==> src/alaw_port_pkg.sv <==
// shared constants and carriers for the a-law codec serial pcm port
// Contract
// - frame pulse rise enables output; conversion starts on next conversion clock edge.
// - shift transmit word out on each bit clock rise while frame high.
// - frame pulse fall tri-states output; stays undriven while frame low.
// - transmit uses 8-bit shift register; bit clock 64 kHz to 2.1 MHz.
// - frame rising after bit clock rise counts as first shift edge.
// - receive conversion starts only after rx frame falls.
// - each received bit passes a master-slave stage, slave on clock rise.
// - rx frame rising after first bit clock rise is first receive edge.
// - word is sign, 3-bit chord, 4-bit step.
// - chord codes for segments one to eight: 101,100,111,110,001,000,011,010.
// - sixteen steps per chord; step doubles after second chord.
// - sign one positive, zero negative, same magnitude meaning.
// - received words use the transmit layout.
// - even-order bits of the a-law code are inverted.
// - offset null cycle precedes every conversion, not using sign bit.
// - conversions timed by conversion clock, asynchronous to port clocks.
// - first received bit loads when frame and bit clock both high.
package alaw_port_pkg;
    localparam int WORD_BITS = 8;
    localparam int CHORD_BITS = 3;
    localparam int STEP_BITS = 4;
    localparam int MAG_BITS = 12;
    localparam logic [7:0] EVEN_BIT_MASK = 8'h55;
    localparam int NULL_CYCLES = 1;
    localparam int CONV_CYCLES = 8;
    localparam int CONV_CNT_W = 4;

    typedef struct packed {
        logic sign;
        logic [CHORD_BITS-1:0] chord;
        logic [STEP_BITS-1:0] step;
    } code_word_s;

    typedef struct packed {
        logic negative;
        logic [MAG_BITS-1:0] magnitude;
    } sample_s;

    typedef enum logic [1:0] {CONV_IDLE, CONV_NULL, CONV_RUN} conv_state_e;
endpackage : alaw_port_pkg

==> src/alaw_shift_port.sv <==
// serial shift stage sampling a bit clock and frame pulse
`timescale 1ns/1ps
module alaw_shift_port
    import alaw_port_pkg::*;
(
    input wire logic i_ref_clk,
    input wire logic i_rst_n,
    input wire logic i_bit_clock,
    input wire logic i_frame_pulse,
    input wire logic i_serial_in,
    input wire logic [WORD_BITS-1:0] i_load_word,
    output logic o_shift_edge,
    output logic o_frame_rise,
    output logic o_frame_fall,
    output logic o_serial_out,
    output logic [WORD_BITS-1:0] o_word
);
    logic clk_reg, clk_next;
    logic frame_reg, frame_next;
    logic master_reg, master_next;
    logic [WORD_BITS-1:0] sr_reg, sr_next;
    logic [WORD_BITS-1:0] base;
    logic clk_rise;

    always_comb begin
        clk_next = i_bit_clock;
        frame_next = i_frame_pulse;
        clk_rise = i_bit_clock & ~clk_reg;
        o_frame_rise = i_frame_pulse & ~frame_reg;
        o_frame_fall = ~i_frame_pulse & frame_reg;
        // late frame rise with the clock already high stands in for the first edge
        o_shift_edge = i_frame_pulse & ((clk_rise & ~o_frame_rise) | (o_frame_rise & i_bit_clock));
        master_next = i_serial_in;
        // a frame rise loads first, so a coinciding first edge shifts the new word, not a stale one
        base = o_frame_rise ? i_load_word : sr_reg;
        sr_next = base;
        if (o_shift_edge) begin
            // master captured last cycle moves to slave on the edge
            sr_next = {base[WORD_BITS-2:0], master_reg};
        end
    end

    always_ff @(posedge i_ref_clk) begin
        if (!i_rst_n) begin
            clk_reg <= 1'b0;
            frame_reg <= 1'b0;
            master_reg <= 1'b0;
            sr_reg <= '0;
        end else begin
            clk_reg <= clk_next;
            frame_reg <= frame_next;
            master_reg <= master_next;
            sr_reg <= sr_next;
        end
    end

    assign o_serial_out = base[WORD_BITS-1];
    assign o_word = sr_reg;
endmodule : alaw_shift_port

==> src/alaw_codec_serial_pcm_port.sv <==
// top: a-law codec digital side with serial pcm transmit and receive ports
`timescale 1ns/1ps
module alaw_codec_serial_pcm_port
    import alaw_port_pkg::*;
#(
    parameter int CONV_DIV = 16
) (
    input wire logic i_ref_clk,
    input wire logic i_rst_n,
    input wire logic i_tx_bit_clock,
    input wire logic i_tx_frame_pulse,
    input wire logic i_rx_bit_clock,
    input wire logic i_rx_frame_pulse,
    input wire logic i_serial_code_in,
    input wire logic [MAG_BITS:0] i_adc_sample,
    output logic o_serial_code_out,
    output logic o_serial_code_out_oe,
    output logic o_adc_null,
    output logic o_adc_sample_strobe,
    output logic [MAG_BITS:0] o_dac_sample,
    output logic o_dac_strobe
);
    // the divider counter is 16 bits wide
    if (CONV_DIV < 2 || CONV_DIV > 65536) begin : g_bad_div
        $error("CONV_DIV must lie between 2 and 65536");
    end

    ////////////////////////////////////////////////////////////////////////////
    // encode and decode helpers

    // segment index 0..7 to on-line chord code, inversion included
    function automatic logic [CHORD_BITS-1:0] seg_to_chord(input logic [2:0] seg);
        seg_to_chord = seg ^ 3'h5;
    endfunction : seg_to_chord

    function automatic code_word_s encode(input sample_s s);
        logic [2:0] seg;
        logic [STEP_BITS-1:0] st;
        code_word_s w;
        seg = 3'h0;
        st = s.magnitude[4:1];
        for (int k = 7; k >= 1; k--) begin
            if (seg == 3'h0 && s.magnitude[k+4]) begin
                seg = 3'(k);
                st = s.magnitude[k+3 -: 4];
            end
        end
        w.sign = ~s.negative;
        w.chord = seg_to_chord(seg);
        w.step = st ^ EVEN_BIT_MASK[3:0];
        encode = w;
    endfunction : encode

    function automatic sample_s decode(input code_word_s w);
        logic [2:0] seg;
        logic [STEP_BITS-1:0] st;
        logic [MAG_BITS-1:0] m;
        sample_s s;
        seg = seg_to_chord(w.chord);
        st = w.step ^ EVEN_BIT_MASK[3:0];
        m = {7'h00, st, 1'b1}; // mid-step reconstruction
        if (seg != 3'h0) begin
            m = {6'h00, 1'b1, st, 1'b1} << (seg - 3'h1);
        end
        s.negative = ~w.sign;
        s.magnitude = m;
        decode = s;
    endfunction : decode

    ////////////////////////////////////////////////////////////////////////////
    // conversion clock divider, free of the port clocks

    logic [15:0] div_reg, div_next;
    logic conv_tick;

    always_comb begin
        conv_tick = (div_reg == 16'(CONV_DIV - 1));
        div_next = conv_tick ? 16'h0000 : div_reg + 16'h0001;
    end

    ////////////////////////////////////////////////////////////////////////////
    // transmit port

    logic tx_edge, tx_rise, tx_fall, tx_out;
    code_word_s tx_word_reg, tx_word_next;

    alaw_shift_port u_tx (
        .i_ref_clk(i_ref_clk),
        .i_rst_n(i_rst_n),
        .i_bit_clock(i_tx_bit_clock),
        .i_frame_pulse(i_tx_frame_pulse),
        .i_serial_in(1'b0),
        .i_load_word(tx_word_reg),
        .o_shift_edge(tx_edge),
        .o_frame_rise(tx_rise),
        .o_frame_fall(tx_fall),
        .o_serial_out(tx_out),
        .o_word()
    );

    logic oe_reg, oe_next;
    logic data_reg, data_next;

    always_comb begin
        oe_next = oe_reg;
        data_next = data_reg;
        if (tx_rise) oe_next = 1'b1;
        if (tx_fall || !i_tx_frame_pulse) oe_next = 1'b0;
        if (tx_edge) data_next = tx_out;
    end

    ////////////////////////////////////////////////////////////////////////////
    // conversion sequencer: offset null, then sample

    conv_state_e conv_reg, conv_next;
    logic conv_pend_reg, conv_pend_next;
    logic [CONV_CNT_W-1:0] cnt_reg, cnt_next;
    logic null_reg, null_next;
    logic samp_reg, samp_next;

    always_comb begin
        conv_next = conv_reg;
        cnt_next = cnt_reg;
        conv_pend_next = conv_pend_reg | tx_rise;
        tx_word_next = tx_word_reg;
        null_next = 1'b0;
        samp_next = 1'b0;
        unique case (conv_reg)
            CONV_IDLE: begin
                if (conv_pend_reg && conv_tick) begin
                    conv_next = CONV_NULL;
                    conv_pend_next = tx_rise;
                    cnt_next = CONV_CNT_W'(NULL_CYCLES);
                end
            end
            CONV_NULL: begin
                null_next = 1'b1;
                if (conv_tick) begin
                    cnt_next = cnt_reg - 1'b1;
                    if (cnt_reg == CONV_CNT_W'(1)) begin
                        conv_next = CONV_RUN;
                        cnt_next = CONV_CNT_W'(CONV_CYCLES);
                    end
                end
            end
            CONV_RUN: begin
                if (conv_tick) begin
                    cnt_next = cnt_reg - 1'b1;
                    if (cnt_reg == CONV_CNT_W'(1)) begin
                        samp_next = 1'b1;
                        tx_word_next = encode(i_adc_sample);
                        conv_next = CONV_IDLE;
                    end
                end
            end
        endcase
    end

    ////////////////////////////////////////////////////////////////////////////
    // receive port and d/a hand-off

    logic rx_fall;
    logic [WORD_BITS-1:0] rx_word;
    logic [MAG_BITS:0] dac_reg, dac_next;
    logic dstb_reg, dstb_next;

    alaw_shift_port u_rx (
        .i_ref_clk(i_ref_clk),
        .i_rst_n(i_rst_n),
        .i_bit_clock(i_rx_bit_clock),
        .i_frame_pulse(i_rx_frame_pulse),
        .i_serial_in(i_serial_code_in),
        .i_load_word('0),
        .o_shift_edge(),
        .o_frame_rise(),
        .o_frame_fall(rx_fall),
        .o_serial_out(),
        .o_word(rx_word)
    );

    always_comb begin
        dac_next = dac_reg;
        dstb_next = 1'b0;
        if (rx_fall) begin
            dac_next = decode(rx_word);
            dstb_next = 1'b1;
        end
    end

    ////////////////////////////////////////////////////////////////////////////
    // state registers

    always_ff @(posedge i_ref_clk) begin
        if (!i_rst_n) begin
            div_reg <= '0;
            oe_reg <= 1'b0;
            data_reg <= 1'b0;
            conv_reg <= CONV_IDLE;
            conv_pend_reg <= 1'b0;
            cnt_reg <= '0;
            null_reg <= 1'b0;
            samp_reg <= 1'b0;
            tx_word_reg <= '0;
            dac_reg <= '0;
            dstb_reg <= 1'b0;
        end else begin
            div_reg <= div_next;
            oe_reg <= oe_next;
            data_reg <= data_next;
            conv_reg <= conv_next;
            conv_pend_reg <= conv_pend_next;
            cnt_reg <= cnt_next;
            null_reg <= null_next;
            samp_reg <= samp_next;
            tx_word_reg <= tx_word_next;
            dac_reg <= dac_next;
            dstb_reg <= dstb_next;
        end
    end

    assign o_serial_code_out = data_reg;
    assign o_serial_code_out_oe = oe_reg;
    assign o_adc_null = null_reg;
    assign o_adc_sample_strobe = samp_reg;
    assign o_dac_sample = dac_reg;
    assign o_dac_strobe = dstb_reg;
endmodule : alaw_codec_serial_pcm_port

==> config.mk <==
export PLATFORM = sky130hd
export DESIGN_NAME = alaw_codec_serial_pcm_port
export DESIGN_NICKNAME = d
export VERILOG_FILES = /design/src/alaw_port_pkg.sv /design/src/alaw_shift_port.sv /design/src/alaw_codec_serial_pcm_port.sv
export SDC_FILE = /design/constraint.sdc
export NUM_CORES = 1
export LEC_CHECK = 0
export BUFFER_PORTS_ARGS = -buffer_cell sky130_fd_sc_hd__buf_2
export CORE_MARGIN = 2
export CORE_UTILIZATION = 35
export DETAILED_ROUTE_END_ITERATION = 10
export HOLD_SLACK_MARGIN = 0.03
export PLACE_DENSITY = 0.55
export SETUP_SLACK_MARGIN = 0.5
export SYNTH_ARGS = -nofsm -noshare
export SYNTH_HDL_FRONTEND = slang
export SYNTH_SLANG_ARGS = --single-unit
export TNS_END_PERCENT = 30
==> constraint.sdc <==
create_clock -name i_ref_clk -period 3.1 [get_ports i_ref_clk]
set_input_delay 0.155 -clock i_ref_clk [delete_from_list [all_inputs] [get_ports i_ref_clk]]
set_output_delay 0.155 -clock i_ref_clk [all_outputs]
set_load 0.02 [all_outputs]
==> Yosys cells after proc, flatten, opt, wreduce, memory -nomap -nowiden <==
Index checks and enable logic that the tools add are counted.
{ "totals": {"wordCells": 149, "register_bits": 70, "out_inout_bits": 18, "inputBits": 20} }
{ "op_classes": {"reduce_logical": 25, "muxes": 59, "eq_ne": 9, "n_shift": 1, "add_sub_neg": 3, "bitwise": 30} }
{ "ops": {"columns": ["operator", "n"], "rows": [
  ["$mux W3", 28],
  ["$mux W4", 14],
  ["$mux W8", 4],
  ["$logic_not A3 Y1", 6],
  ["$add A16 B1 Y16 const B", 1],
  ["$eq A16 B4 Y1 const B", 1],
  ["$and A1 B1 Y1", 12],
  ["$mux W12", 1],
  ["$pmux W4 S3", 1],
  ["$shl A6 B3 Y12", 1],
  ["$not A1 Y1", 11],
  ["$mux W2", 5],
  ["$ne A2 B2 Y1 const B", 5],
  ["$reduce_and A3 Y1", 3],
  ["$not A2 Y2", 4],
  ["$logic_and A1 B1 Y1", 7],
  ["$pmux W2 S3", 1],
  ["$reduce_or A2 Y1", 3],
  ["$mux W1", 5],
  ["$reduce_and A5 Y1", 1],
  ["$eq A4 B1 Y1 const B", 1],
  ["$sub A4 B1 Y4 const B", 1],
  ["$or A1 B1 Y1", 3],
  ["$reduce_bool A3 Y1", 1],
  ["other kinds (7)", 7]
]} }

==> Depth between registers and ports, before layout <==
Gate-level depths: netlist of run 1.
{ "depth": {"word_depth": 41, "mapped_depth": 8, "mapped_depth_nobuf": 7} }

==> By module <==
Synthesis of run 1 repeated with hierarchy kept, for this count alone.
{ "hier_totals": {"cells_unflattened": 463, "hier_area_um2": 3903.7} }
{ "by_module_without_submodules": {"columns": ["module", "area_per_inst_um2", "cells_each", "n_inst", "seq_area_each_um2"], "rows": [
  ["alaw_codec_serial_pcm_port", 2710.1, 335, 1, 980.9],
  ["alaw_shift_port", 596.8, 64, 2, 220.2]
]} }

==> Worst setup path before layout of run 1 <==
OpenSTA, ideal clock, no wires.
{ "synth_timing": {"kind": "flip-flop to flip-flop", "from": "register div_reg[4]", "to": "register div_reg[11]", "synth_period_minus_slack_ps": 1968, "setup_time_ps": 115, "setup_slack_ps": 1132, "t_required_ps": 2985, "path_stages_with_launch": 6, "arrival_ps": 1853, "n_path_buf": 1, "cell_sequence": "dfxtp_1 -> or4_4 -> or4_4 -> nand2_1 -> buf_4 -> nor2_1"} }
{ "synth_between": {"elab_chain_len": 2, "elab_cells_between_ends": 3, "cone_classes": "add/sub (1); eq/ne (1); reduce/logical (1)"} }
{ "synth_rtl": {"columns": ["item", "line_no", "rtl"], "rows": [
  ["start: declaration", "alaw_codec_serial_pcm_port.sv:73", "logic [15:0] div_reg, div_next;"],
  ["start signal: assignment", "alaw_codec_serial_pcm_port.sv:207", "div_reg <= div_next;"],
  ["parallel branches: the longest is 2 deep, another holds $add A16 B1 Y16", null, null]
]} }
Parallel ways; which one is timed is not known.
A chain may end at the register's enable or synchronous reset.

==> Worst setup path in the final report of run 1 <==
{ "layout_timing": {"from": "register div_reg[5]", "to": "register cnt_reg[1]"} }
{ "layout_between": {"elab_chain_len": 4, "elab_cells_between_ends": 6, "cone_classes": "eq/ne (4); reduce/logical (2)"} }
{ "layout_rtl": {"columns": ["item", "line_no", "rtl"], "rows": [
  ["$eq A16 B4 Y1 (*)", "alaw_codec_serial_pcm_port.sv:77", "conv_tick = (div_reg == 16'(CONV_DIV - 1));"],
  ["$logic_and A1 B1 Y1", "alaw_codec_serial_pcm_port.sv:130", "if (conv_pend_reg && conv_tick) begin"],
  ["$ne A2 B2 Y1 (no source line)", null, null],
  ["$reduce_and A3 Y1 (no source line) (*)", null, null],
  ["end signal: assignment", "alaw_codec_serial_pcm_port.sv:212", "cnt_reg <= cnt_next;"],
  ["end: declaration", "alaw_codec_serial_pcm_port.sv:117", "logic [CONV_CNT_W-1:0] cnt_reg, cnt_next;"]
]} }
Mark *: on every way between the ends. The rest lies on a longest branch, timed or not.

==> results.md, run 1 <==
| Result | Reported |
|---|---|
| Worst-case register-to-register setup slack | 0.87 ns |
| Largest vdd supply drop | 206.9 µV |
| Final cell count without fillers | 567 |
| Post-layout utilization of the core | 40.49% |
| Detailed-route wire length per cell | 12.99 µm |
| Count of pins on the block boundary | 38 |
| Leakage power | 0.001577 µW |
| H-Tree Level Count | 3 |
| Starting DRC count in detailed routing | 81 |
| Post-route cell area | 0.003976 mm² |
| Total Nets Final | 459 |
| Skew-Pair Late Insertion Delay | 0.34 ns |
| Crit Path Category | register to register |
| Count of warnings emitted by yosys | 0 |
| Total nets after synthesis | 428 |
| Proportion of register bits with asynchronous set or reset after synthesis | 0% |
| Max-slew violation count | 0 |
| Clk pin slew, worst setup/hold paths | 0.08 ns |
| Buffer depth of the longest clock path | 2 |
| Startpoint kind of the worst setup timing path | register |
| Unrepaired setup endpoints after global routing | no |
| Most frequent cells after synthesis | 70 x dfxtp_1, 45 x nor2_1, 36 x nand2_1, 19 x a21oi_1 |
| Average cell area after synthesis | 8.903 µm² |
| Cell total after placement | 550 |
| Horiz. Die Dim | 104.7 µm |
| Post-CTS setup buffers | 0 |
| Most repeated cell in the gate-level netlist after synthesis | dfxtp_1 |
| CTS tree | built |
| Row count | 36 |
| Actual slew at the worst max-slew pin | 0.9750 ns |
| Number of global-route vias before repair | 2774 |
| Drt first pass iters | 4 |
| Cts bufs inserted | 9 |
| Number of sinks driven by the clock tree | 70 |
| Flop pwr share | 54.7% |
| Mapped Area | 0.003552 mm² |
| Effective utilization at floorplan | 36.17% |
| Antenna violations before repair | 0 |
| Number of buffer cells added on primary ports | 36 |
| Worst clock skew | 0.01339 ns |
| Post-Synth XOR/XNOR Area | 3.945% |
| Area enclosed by the die boundary | 0.01097 mm² |
| Count of inserted antenna diode cells | 0 |
| Post-placement cell area | 0.003791 mm² |
| Arrival @ worst endpoint | 2.50 ns |
| Hold WC Path Type | primary input to register |
| Remaining max-slew budget at the tightest pin | 35.00% |
| Proportion of total power due to net switching | 25.85% |
| Combinational family with the most area after synthesis | simple AND/OR/NAND/NOR gates |
| Proportion of power drawn by the clock network | 37.6% |
| Cells after Synth | 399 |
| Total number of vias | 2907 |
| Core Area | 0.009819 mm² |
| Total global routing track utilization | 14.27% |
| Highest attainable clock frequency | 0.4493 GHz |
| Weighted congestion reported at the end of routability-driven placement | 0.7982 |
| Result of the run | finished clean |
| Post-synthesis adder-cell area fraction | 3.170% |
| Power dissipated by switching net loads | 435.6 µW |
| Post-synthesis share of cell area spent on and, or, nand and nor gates | 22.86% |
| Share of layout cells above drive strength 1 | 16.82% |
| Post-Route Hold Slack | 0.04500 ns |
| Biggest fanout along the worst timing path | 12 |
| Sequential fraction of the synthesis area | 39.45% |
| Tmin final | 2.226 ns |
| Wire length of the first global-routing pass | 12.99 mm |
| Vertical extent of the die | 104.7 µm |
| Cell count of the worst hold path | 2 |
| Maximum number of pins on one net before global-route repair | 32 |
| Via count normalized by instance count | 5.127 |
| FF+latch count, synth | 70 |
| Max-capacitance violation count | 0 |
| Share of the cycle needed by the critical path after routing | 71.79% |
| Reg2Reg Depth | 5 |
| Final TNS setup | 0 ns |
| Final hold violation count | 0 |
| Final routed wirelength across all metal layers | 7.363 mm |
| GRT overflow | 0 |
| Internal power summed over all cells | 1250 µW |
| Top post-synthesis cells by area | dfxtp_1 39%, nor2_1 4.8%, mux2i_1 4.5%, nand2_1 3.8%, ha_1 3.2% |
| DR DRC count | 0 |
| Flip-flop count of the largest register after layout | 16 |
| Number of synthesized flops with an enable pin | 0 |
| DPL Wire Length | 5.077 mm |
| Element type at the critical path end | register |
| Proportion of synthesized area in mux cells | 8.313% |
| Finish-stage setup viols | 0 |
| Area grow syn2layout | 11.94% |
| Top FF cell, synth | dfxtp_1 |
| Cell chosen for the clock root | clkbuf_8 |
| # fillers | 1043 |
| Cell accounting for the most synthesized area | dfxtp_1 |
| Synthesized-area fraction occupied by ao, oa, aoi and oai cells | 17.33% |
| Part of the power in combinational logic | 7.7% |
| Cell area power density | 423.8 mW/mm² |
| Distinct cell type count after synthesis | 62 |
| Synth top area share | 39.45% |
| CP Data Required Time | 3.38 ns |
| Post-DRT Antenna Nets | 0 |
repair_timing:
action	4_1_cts	5_1_grt
gates resized for setup	0	1
setup endpoints to repair	0	3
hold buffers	2	0
endpoints found under the hold margin	2	0
logic make-up after synthesis:
group           Yosys count
simple gates            157
buf+inv                  35
compound gates           89
fa+ha+maj                 9
flops                    70
xor+xnor                 16
mux                      23
routing by layer:
| layer | global-route usage (%) | routed length, µm |
|---|---|---|
| met1 | 18.33 | 3573 |
| met2 | 23.14 | 3438 |
| met3 | 3.681 | 244 |
| met4 | 5.048 | 106 |
| met5 | 0 | 0 |
path summary, 6_finish.rpt:
check	from	end
worst max register to register	div_reg[5]	cnt_reg[1]
worst max-delay path	div_reg[5]	cnt_reg[1]
worst min register to register	o_serial_code_out_oe	o_serial_code_out_oe
worst min-delay path	i_serial_code_in	u_rx.master_reg
layout by cell type (no fill, tap or decap), drive strengths merged, types with 6 or more instances in the layout:
cell and count:
dfxtp 70, nor2 47, buf 37, nand2 36, a21oi 19, inv 16
mux2i 16, nand3 16, and2 16, o21ai 15, a21boi 12, nor3 10
ha 9, clkbuf 9, xor2 8, xnor2 8, nand2b 7, nor2b 6
worst max-delay path: stages (launching register included):
cell	delay, ns
dfxtp_1	0.37
or4_4	0.57
nor4_4	0.31
o22ai_1	0.33
or3_1	0.44
a21boi_1	0.13
area by class of cell:
class                      instances  area (µm²)  share of cell area, %
tap                              133       166.4                  4.185
multi-input combinational        294        1976                  49.69
sequential                        70        1403                  35.27
timing repair buffer              39       207.7                  5.223
inverter                          16       60.06                  1.510
clock buffer                       9       123.9                  3.115
clock inverter                     6       40.04                  1.007
per-stage QoR:
step                worst slack (ns)  power [µW]
finish                        0.8744        1685
global route                  0.6663        1774
CTS                           0.6959        1717
detailed placement            0.7166        1072
global placement              0.7693        1069
floorplan                      1.132        1036
power by group through the flow:
stage | registers [µW] | clock network [µW] | logic [µW]
floorplan | 950 | 0 | 85.9
global placement | 943 | 0 | 126
detailed placement | 943 | 0 | 129
CTS | 922 | 664 | 131
global route | 925 | 703 | 146
finish | 922 | 634 | 129
Note: power is estimated with default switching activity, not from simulation.
==> run 2: changes to the inputs <==
==> constraint.sdc (replaced) <==
create_clock -name i_ref_clk -period 2.15 [get_ports i_ref_clk]
set_input_delay 0.1075 -clock i_ref_clk [delete_from_list [all_inputs] [get_ports i_ref_clk]]
set_output_delay 0.1075 -clock i_ref_clk [all_outputs]
set_load 0.02 [all_outputs]
==> results.md, run 2 (synthesis results as in run 1) <==
| Result | Reported |
|---|---|
| Vertical extent of the die | 104.7 µm |
| Count of pins on the block boundary | 38 |
| Remaining max-slew budget at the tightest pin | 63.04% |
| Most frequent standard cell in the layout excluding fill and tap cells | dfxtp_1 |
| Cell area power density | 629.7 mW/mm² |
| Final TNS setup | 0 ns |
| Share of the cycle needed by the critical path after routing | 92.47% |
| Weighted congestion reported at the end of routability-driven placement | 0.7967 |
| Number of buffer cells added on primary ports | 36 |
| Flip-flop count of the largest register after layout | 16 |
| Proportion of power drawn by the clock network | 44.5% |
| Cell chosen for the clock root | clkbuf_8 |
| Worst-path cell with the longest stage delay | or4_4 |
| Number of sinks driven by the clock tree | 70 |
| DPL Wire Length | 5.086 mm |
| Unrepaired setup endpoints after global routing | yes |
| Tmin final | 1.988 ns |
| Post-Route Hold Slack | 0.08499 ns |
| Max-slew violation count | 0 |
| Hold WC Path Type | primary input to register |
| Count of inserted antenna diode cells | 0 |
| Family with the most delay on the worst path | simple AND/OR/NAND/NOR gates |
| Top library cells by usage in the layout, fill and taps aside | 61 x dfxtp_1, 45 x nor2_1, 36 x buf_2 |
| Leakage power | 0.001773 µW |
| CTS tree | built |
| H-Tree Level Count | 3 |
| Result of the run | finished clean |
| Worst clock skew | 0.01786 ns |
| Buffer depth of the longest clock path | 2 |
| Part of the power in combinational logic | 7.4% |
| Crit Path Category | register to register |
| Internal power summed over all cells | 2095 µW |
| Proportion of total power due to net switching | 24.12% |
| Core Area | 0.009819 mm² |
| Number of global-route vias before repair | 2849 |
| CP Data Required Time | 2.43 ns |
| Pre-CTS setup slack | 0.09979 ns |
| Cts bufs inserted | 9 |
| Highest attainable clock frequency | 0.5030 GHz |
| Skew-Pair Late Insertion Delay | 0.34 ns |
| Total Nets Final | 488 |
| Total global routing track utilization | 13.93% |
| Finish-stage setup viols | 0 |
| Power dissipated by switching net loads | 665.9 µW |
| Final hold violation count | 0 |
| Post-DRT Antenna Nets | 0 |
| Via count normalized by instance count | 4.987 |
| Startpoint kind of the worst setup timing path | register |
| Total number of vias | 2977 |
| Starting DRC count in detailed routing | 70 |
| Antenna violations before repair | 0 |
| Wire length of the first global-routing pass | 12.81 mm |
| Share of layout cells above drive strength 1 | 26.08% |
| Biggest fanout along the worst timing path | 7 |
| Final routed wirelength across all metal layers | 7.472 mm |
| Horiz. Die Dim | 104.7 µm |
| Delay of the slowest critical-path stage | 0.55 ns |
| Drt first pass iters | 4 |
| Smallest setup slack after layout | 0.1619 ns |
| Actual slew at the worst max-slew pin | 0.5544 ns |
| Post-layout total power | 2761 µW |
| Largest vdd supply drop | 356.3 µV |
| Cells along the critical path | or4_4 -> nor4_4 -> o22ai_4 -> or3_1 -> a21boi_1 |
| Row count | 36 |
| GRT overflow | 0 |
| Area grow syn2layout | 23.46% |
| Clk pin slew, worst setup/hold paths | 0.08 ns |
| Arrival @ worst endpoint | 2.26 ns |
| Flop pwr share | 48.1% |
| Element type at the critical path end | register |
| Maximum number of pins on one net before global-route repair | 30 |
| Max-capacitance violation count | 0 |
| Buffers and inverters on the worst path | 0 |
| Effective utilization at floorplan | 36.17% |
| Area enclosed by the die boundary | 0.01097 mm² |
| Detailed-route wire length per cell | 12.52 µm |
| DR DRC count | 0 |
run 2: cell types whose count changed in the layout (fill, tap and decap cells not counted), moves of 4 or more:
cell           change
dfxtp_2            +6
dlygate4sd3_1      +4
buf_4             +23
dfxtp_1            -8
run 2: tightest hold or removal path, stage by stage:
cell and delay, ns:
buf_2 0.09, nand3_1 0.06, nand2_1 0.08, o31ai_2 0.05
run 2: repair_timing:
item / CTS / global route
gates resized for setup: 12 / 21
endpoints found under the hold margin: 6 / 0
pin swaps: 11 / 8
buffers inserted: 6 / 6
setup endpoints to repair: 40 / 42
hold buffers: 6 / 0
run 2: final timing paths:
path                        startpoint                    to  slack [ns]  depth (start not counted)
hold / removal         i_adc_sample[1]        tx_word_reg[0]        0.08                          4
hold reg to reg   o_serial_code_out_oe  o_serial_code_out_oe        0.45                          2
setup / recovery           div_reg[15]            cnt_reg[1]        0.16                          5
setup reg to reg           div_reg[15]            cnt_reg[1]        0.16                          5
run 2: cell type report:
type / count / area, µm²
tap: 133 / 166.4
clock buffer: 10 / 137.6
multi-input combinational: 294 / 2067
fill: 1012 / 5434
timing repair buffer: 68 / 442.9
sequential: 70 / 1418
clock inverter: 6 / 91.34
inverter: 16 / 62.56
run 2: per-stage QoR:
stage / utilization [%] / cells / instance area [µm²]
6_report: 44.66 / 597 / 4385
5_1_grt: 44.66 / 597 / 4385
4_1_cts: 43.44 / 591 / 4265
3_5_place_dp: 39.70 / 563 / 3899
3_3_place_gp: 39.70 / 563 / 3899
2_1_floorplan: - / 399 / 3565
run 2: metal layers:
metal | global-route usage, % | vias up | wire, µm
met4 | 4.571 | 0 | 74
met2 | 23.05 | 40 | 3537
li1 | - | 1534 | -
met1 | 17.96 | 1395 | 3637
met3 | 3.119 | 8 | 223
met5 | 0 | - | 0
run 2: power by group through the flow:
stage	logic, µW	registers, µW	clock network (µW)
finish	204	1330	1230
global route	230	1330	1320
CTS	205	1330	1260
detailed placement	194	1360	0
global placement	191	1360	0
floorplan	124	1370	0
==> run 3: changes to the inputs <==
==> constraint.sdc (replaced) <==
create_clock -name i_ref_clk -period 2.18 [get_ports i_ref_clk]
set_input_delay 0.109 -clock i_ref_clk [delete_from_list [all_inputs] [get_ports i_ref_clk]]
set_output_delay 0.109 -clock i_ref_clk [all_outputs]
set_load 0.02 [all_outputs]
==> results.md, run 3 (synthesis results as in run 1) <==
| Result | Reported |
|---|---|
| Arrival @ worst endpoint | 2.25 ns |
| Antenna violations before repair | 0 |
| Final hold violation count | 0 |
| Tmin final | 2.013 ns |
| Wire length of the first global-routing pass | 12.74 mm |
| Leakage power | 0.001739 µW |
| CP most frequent cell | or4_4 |
| Smallest setup slack after layout | 0.1671 ns |
| Biggest fanout along the worst timing path | 8 |
| Cell count of the worst hold path | 3 |
| Detailed-route wire length per cell | 12.70 µm |
| Cell area power density | 633.3 mW/mm² |
| Horiz. Die Dim | 104.7 µm |
| Number of buffer cells added on primary ports | 36 |
| Area enclosed by the die boundary | 0.01097 mm² |
| Clk pin slew, worst setup/hold paths | 0.07 ns |
| Vertical extent of the die | 104.7 µm |
| Startpoint kind of the worst setup timing path | register |
| Remaining max-slew budget at the tightest pin | 61.94% |
| Effective utilization at floorplan | 36.17% |
| Share of layout cells above drive strength 1 | 23.96% |
| Delay of the slowest critical-path stage | 0.65 ns |
| Reg2Reg Depth | 5 |
| Startpoint of the tightest hold check path | i_adc_sample[12] |
| Crit Path Category | register to register |
| Terminus of the critical flop-to-flop path | tx_word_reg[7] |
| Hold WC Path Type | primary input to register |
| Sequential cell area | 0.001413 mm² |
| Final routed wirelength across all metal layers | 7.470 mm |
| Actual slew at the worst max-slew pin | 0.5701 ns |
| Weighted congestion reported at the end of routability-driven placement | 0.7991 |
| Skew-Pair Late Insertion Delay | 0.34 ns |
| Flip-flop count of the largest register after layout | 16 |
| Via count normalized by instance count | 5.087 |
| Cell chosen for the clock root | clkbuf_8 |
| CP Data Required Time | 2.42 ns |
| DPL Wire Length | 5.010 mm |
| Beginning of the worst register-to-register path | div_reg[7] |
| Max-capacitance violation count | 0 |
| Row count | 36 |
| Pre-CTS setup slack | 0.1338 ns |
| Post-DRT Antenna Nets | 0 |
| Area grow syn2layout | 22.90% |
| H-Tree Level Count | 3 |
| Count of pins on the block boundary | 38 |
| Total number of vias | 2991 |
| Count of inserted antenna diode cells | 0 |
| Total Nets Final | 479 |
| Worst-path cell with the longest stage delay | or4_4 |
| Final TNS setup | 0 ns |
| Worst clock skew | 0.01159 ns |
| Finish-stage setup viols | 0 |
| Max-slew violation count | 0 |
| Cells along the critical path | or4_4 -> or4_4 -> nor2_8 -> nand2_1 -> o211a_1 |
| CTS tree | built |
| GRT overflow | 0 |
| Number of global-route vias before repair | 2762 |
| Buffer depth of the longest clock path | 2 |
| Number of sinks driven by the clock tree | 70 |
| Hold Crit Endpoint | tx_word_reg[7] |
| Total global routing track utilization | 13.99% |
| Unrepaired setup endpoints after global routing | yes |
| Element type at the critical path end | register |
| Result of the run | finished clean |
| Drt first pass iters | 5 |
| DR DRC count | 0 |
| Core Area | 0.009819 mm² |
| Starting DRC count in detailed routing | 102 |
| Highest attainable clock frequency | 0.4968 GHz |
| Most frequent standard cell in the layout excluding fill and tap cells | dfxtp_1 |
| # fillers | 1000 |
| Share of the cycle needed by the critical path after routing | 92.34% |
| Largest vdd supply drop | 245.1 µV |
| Cts bufs inserted | 9 |
| Worst-case register-to-register setup slack | 0.17 ns |
| Maximum number of pins on one net before global-route repair | 31 |
| Multi-input logic area | 0.002107 mm² |
| Top library cells by usage in the layout, fill and taps aside | 63 x dfxtp_1, 45 x nor2_1, 36 x buf_2 |
==> run 3: timing repair <==
action | 4_1_cts | 5_1_grt
buffers inserted | 6 | 4
setup endpoints to repair | 40 | 44
pin swaps | 14 | 12
hold buffers | 5 | 0
endpoints found under the hold margin | 5 | 0
resized for setup | 10 | 27
==> run 3: where the power goes <==
group | switching (µW) | internal, µW
registers | 12.9 | 1300
clock network | 494 | 765
logic | 112 | 82.3
total | 619 | 2150
==> run 3: layout make-up <==
| type | count | share of cell area [%] |
|---|---|---|
| repair buffers | 59 | 8.627 |
| flip-flops and latches | 70 | 32.36 |
| clock inverters | 5 | 2.436 |
| well taps | 133 | 3.812 |
| clock buffers | 11 | 3.009 |
| inverters | 16 | 1.490 |
| multi-input cells | 294 | 48.27 |
==> run 3: worst max-delay path, delay by kind of cell, from the launching register on <==
family / cells / cell delay [ns]
DFF: 1 / 0.32
AOI/OAI and AO/OA: 1 / 0.12
and+or+nand+nor: 4 / 1.47
==> run 3: per-stage QoR <==
stage | hold WS (ns) | power (µW) | area, µm² | utilization, % | std cells
after global routing | 0.03975 | 2885 | 4365 | 44.46 | 588
after detailed placement | 0.3334 | 1529 | 3854 | 39.25 | 557
after floorplan | 0.2307 | 1473 | 3565 | - | 399
final | 0.05205 | 2765 | 4365 | 44.46 | 588
after global placement | 0.3290 | 1526 | 3854 | 39.25 | 557
after CTS | 0.03587 | 2810 | 4220 | 42.98 | 584
==> run 3: worst max path at each step <==
stage                startpoint        endpoint  slack, ns  depth (start not counted)
floorplan            div_reg[7]  tx_word_reg[5]       0.26                          5
global placement     div_reg[4]      cnt_reg[1]       0.14                          5
detailed placement   div_reg[4]      cnt_reg[1]       0.13                          5
CTS                 div_reg[11]      cnt_reg[1]       0.17                          5
global route         div_reg[7]  tx_word_reg[4]       0.12                          5
finish               div_reg[7]  tx_word_reg[7]       0.17                          5
==> run 3: metal layers <==
layer / track usage [%] / vias to the layer above / routed length, µm
met5: 0 / - / 0
met4: 5.905 / 0 / 125
met3: 3.119 / 12 / 274
met2: 22.45 / 56 / 3524
met1: 18.10 / 1401 / 3545
li1: - / 1522 / -
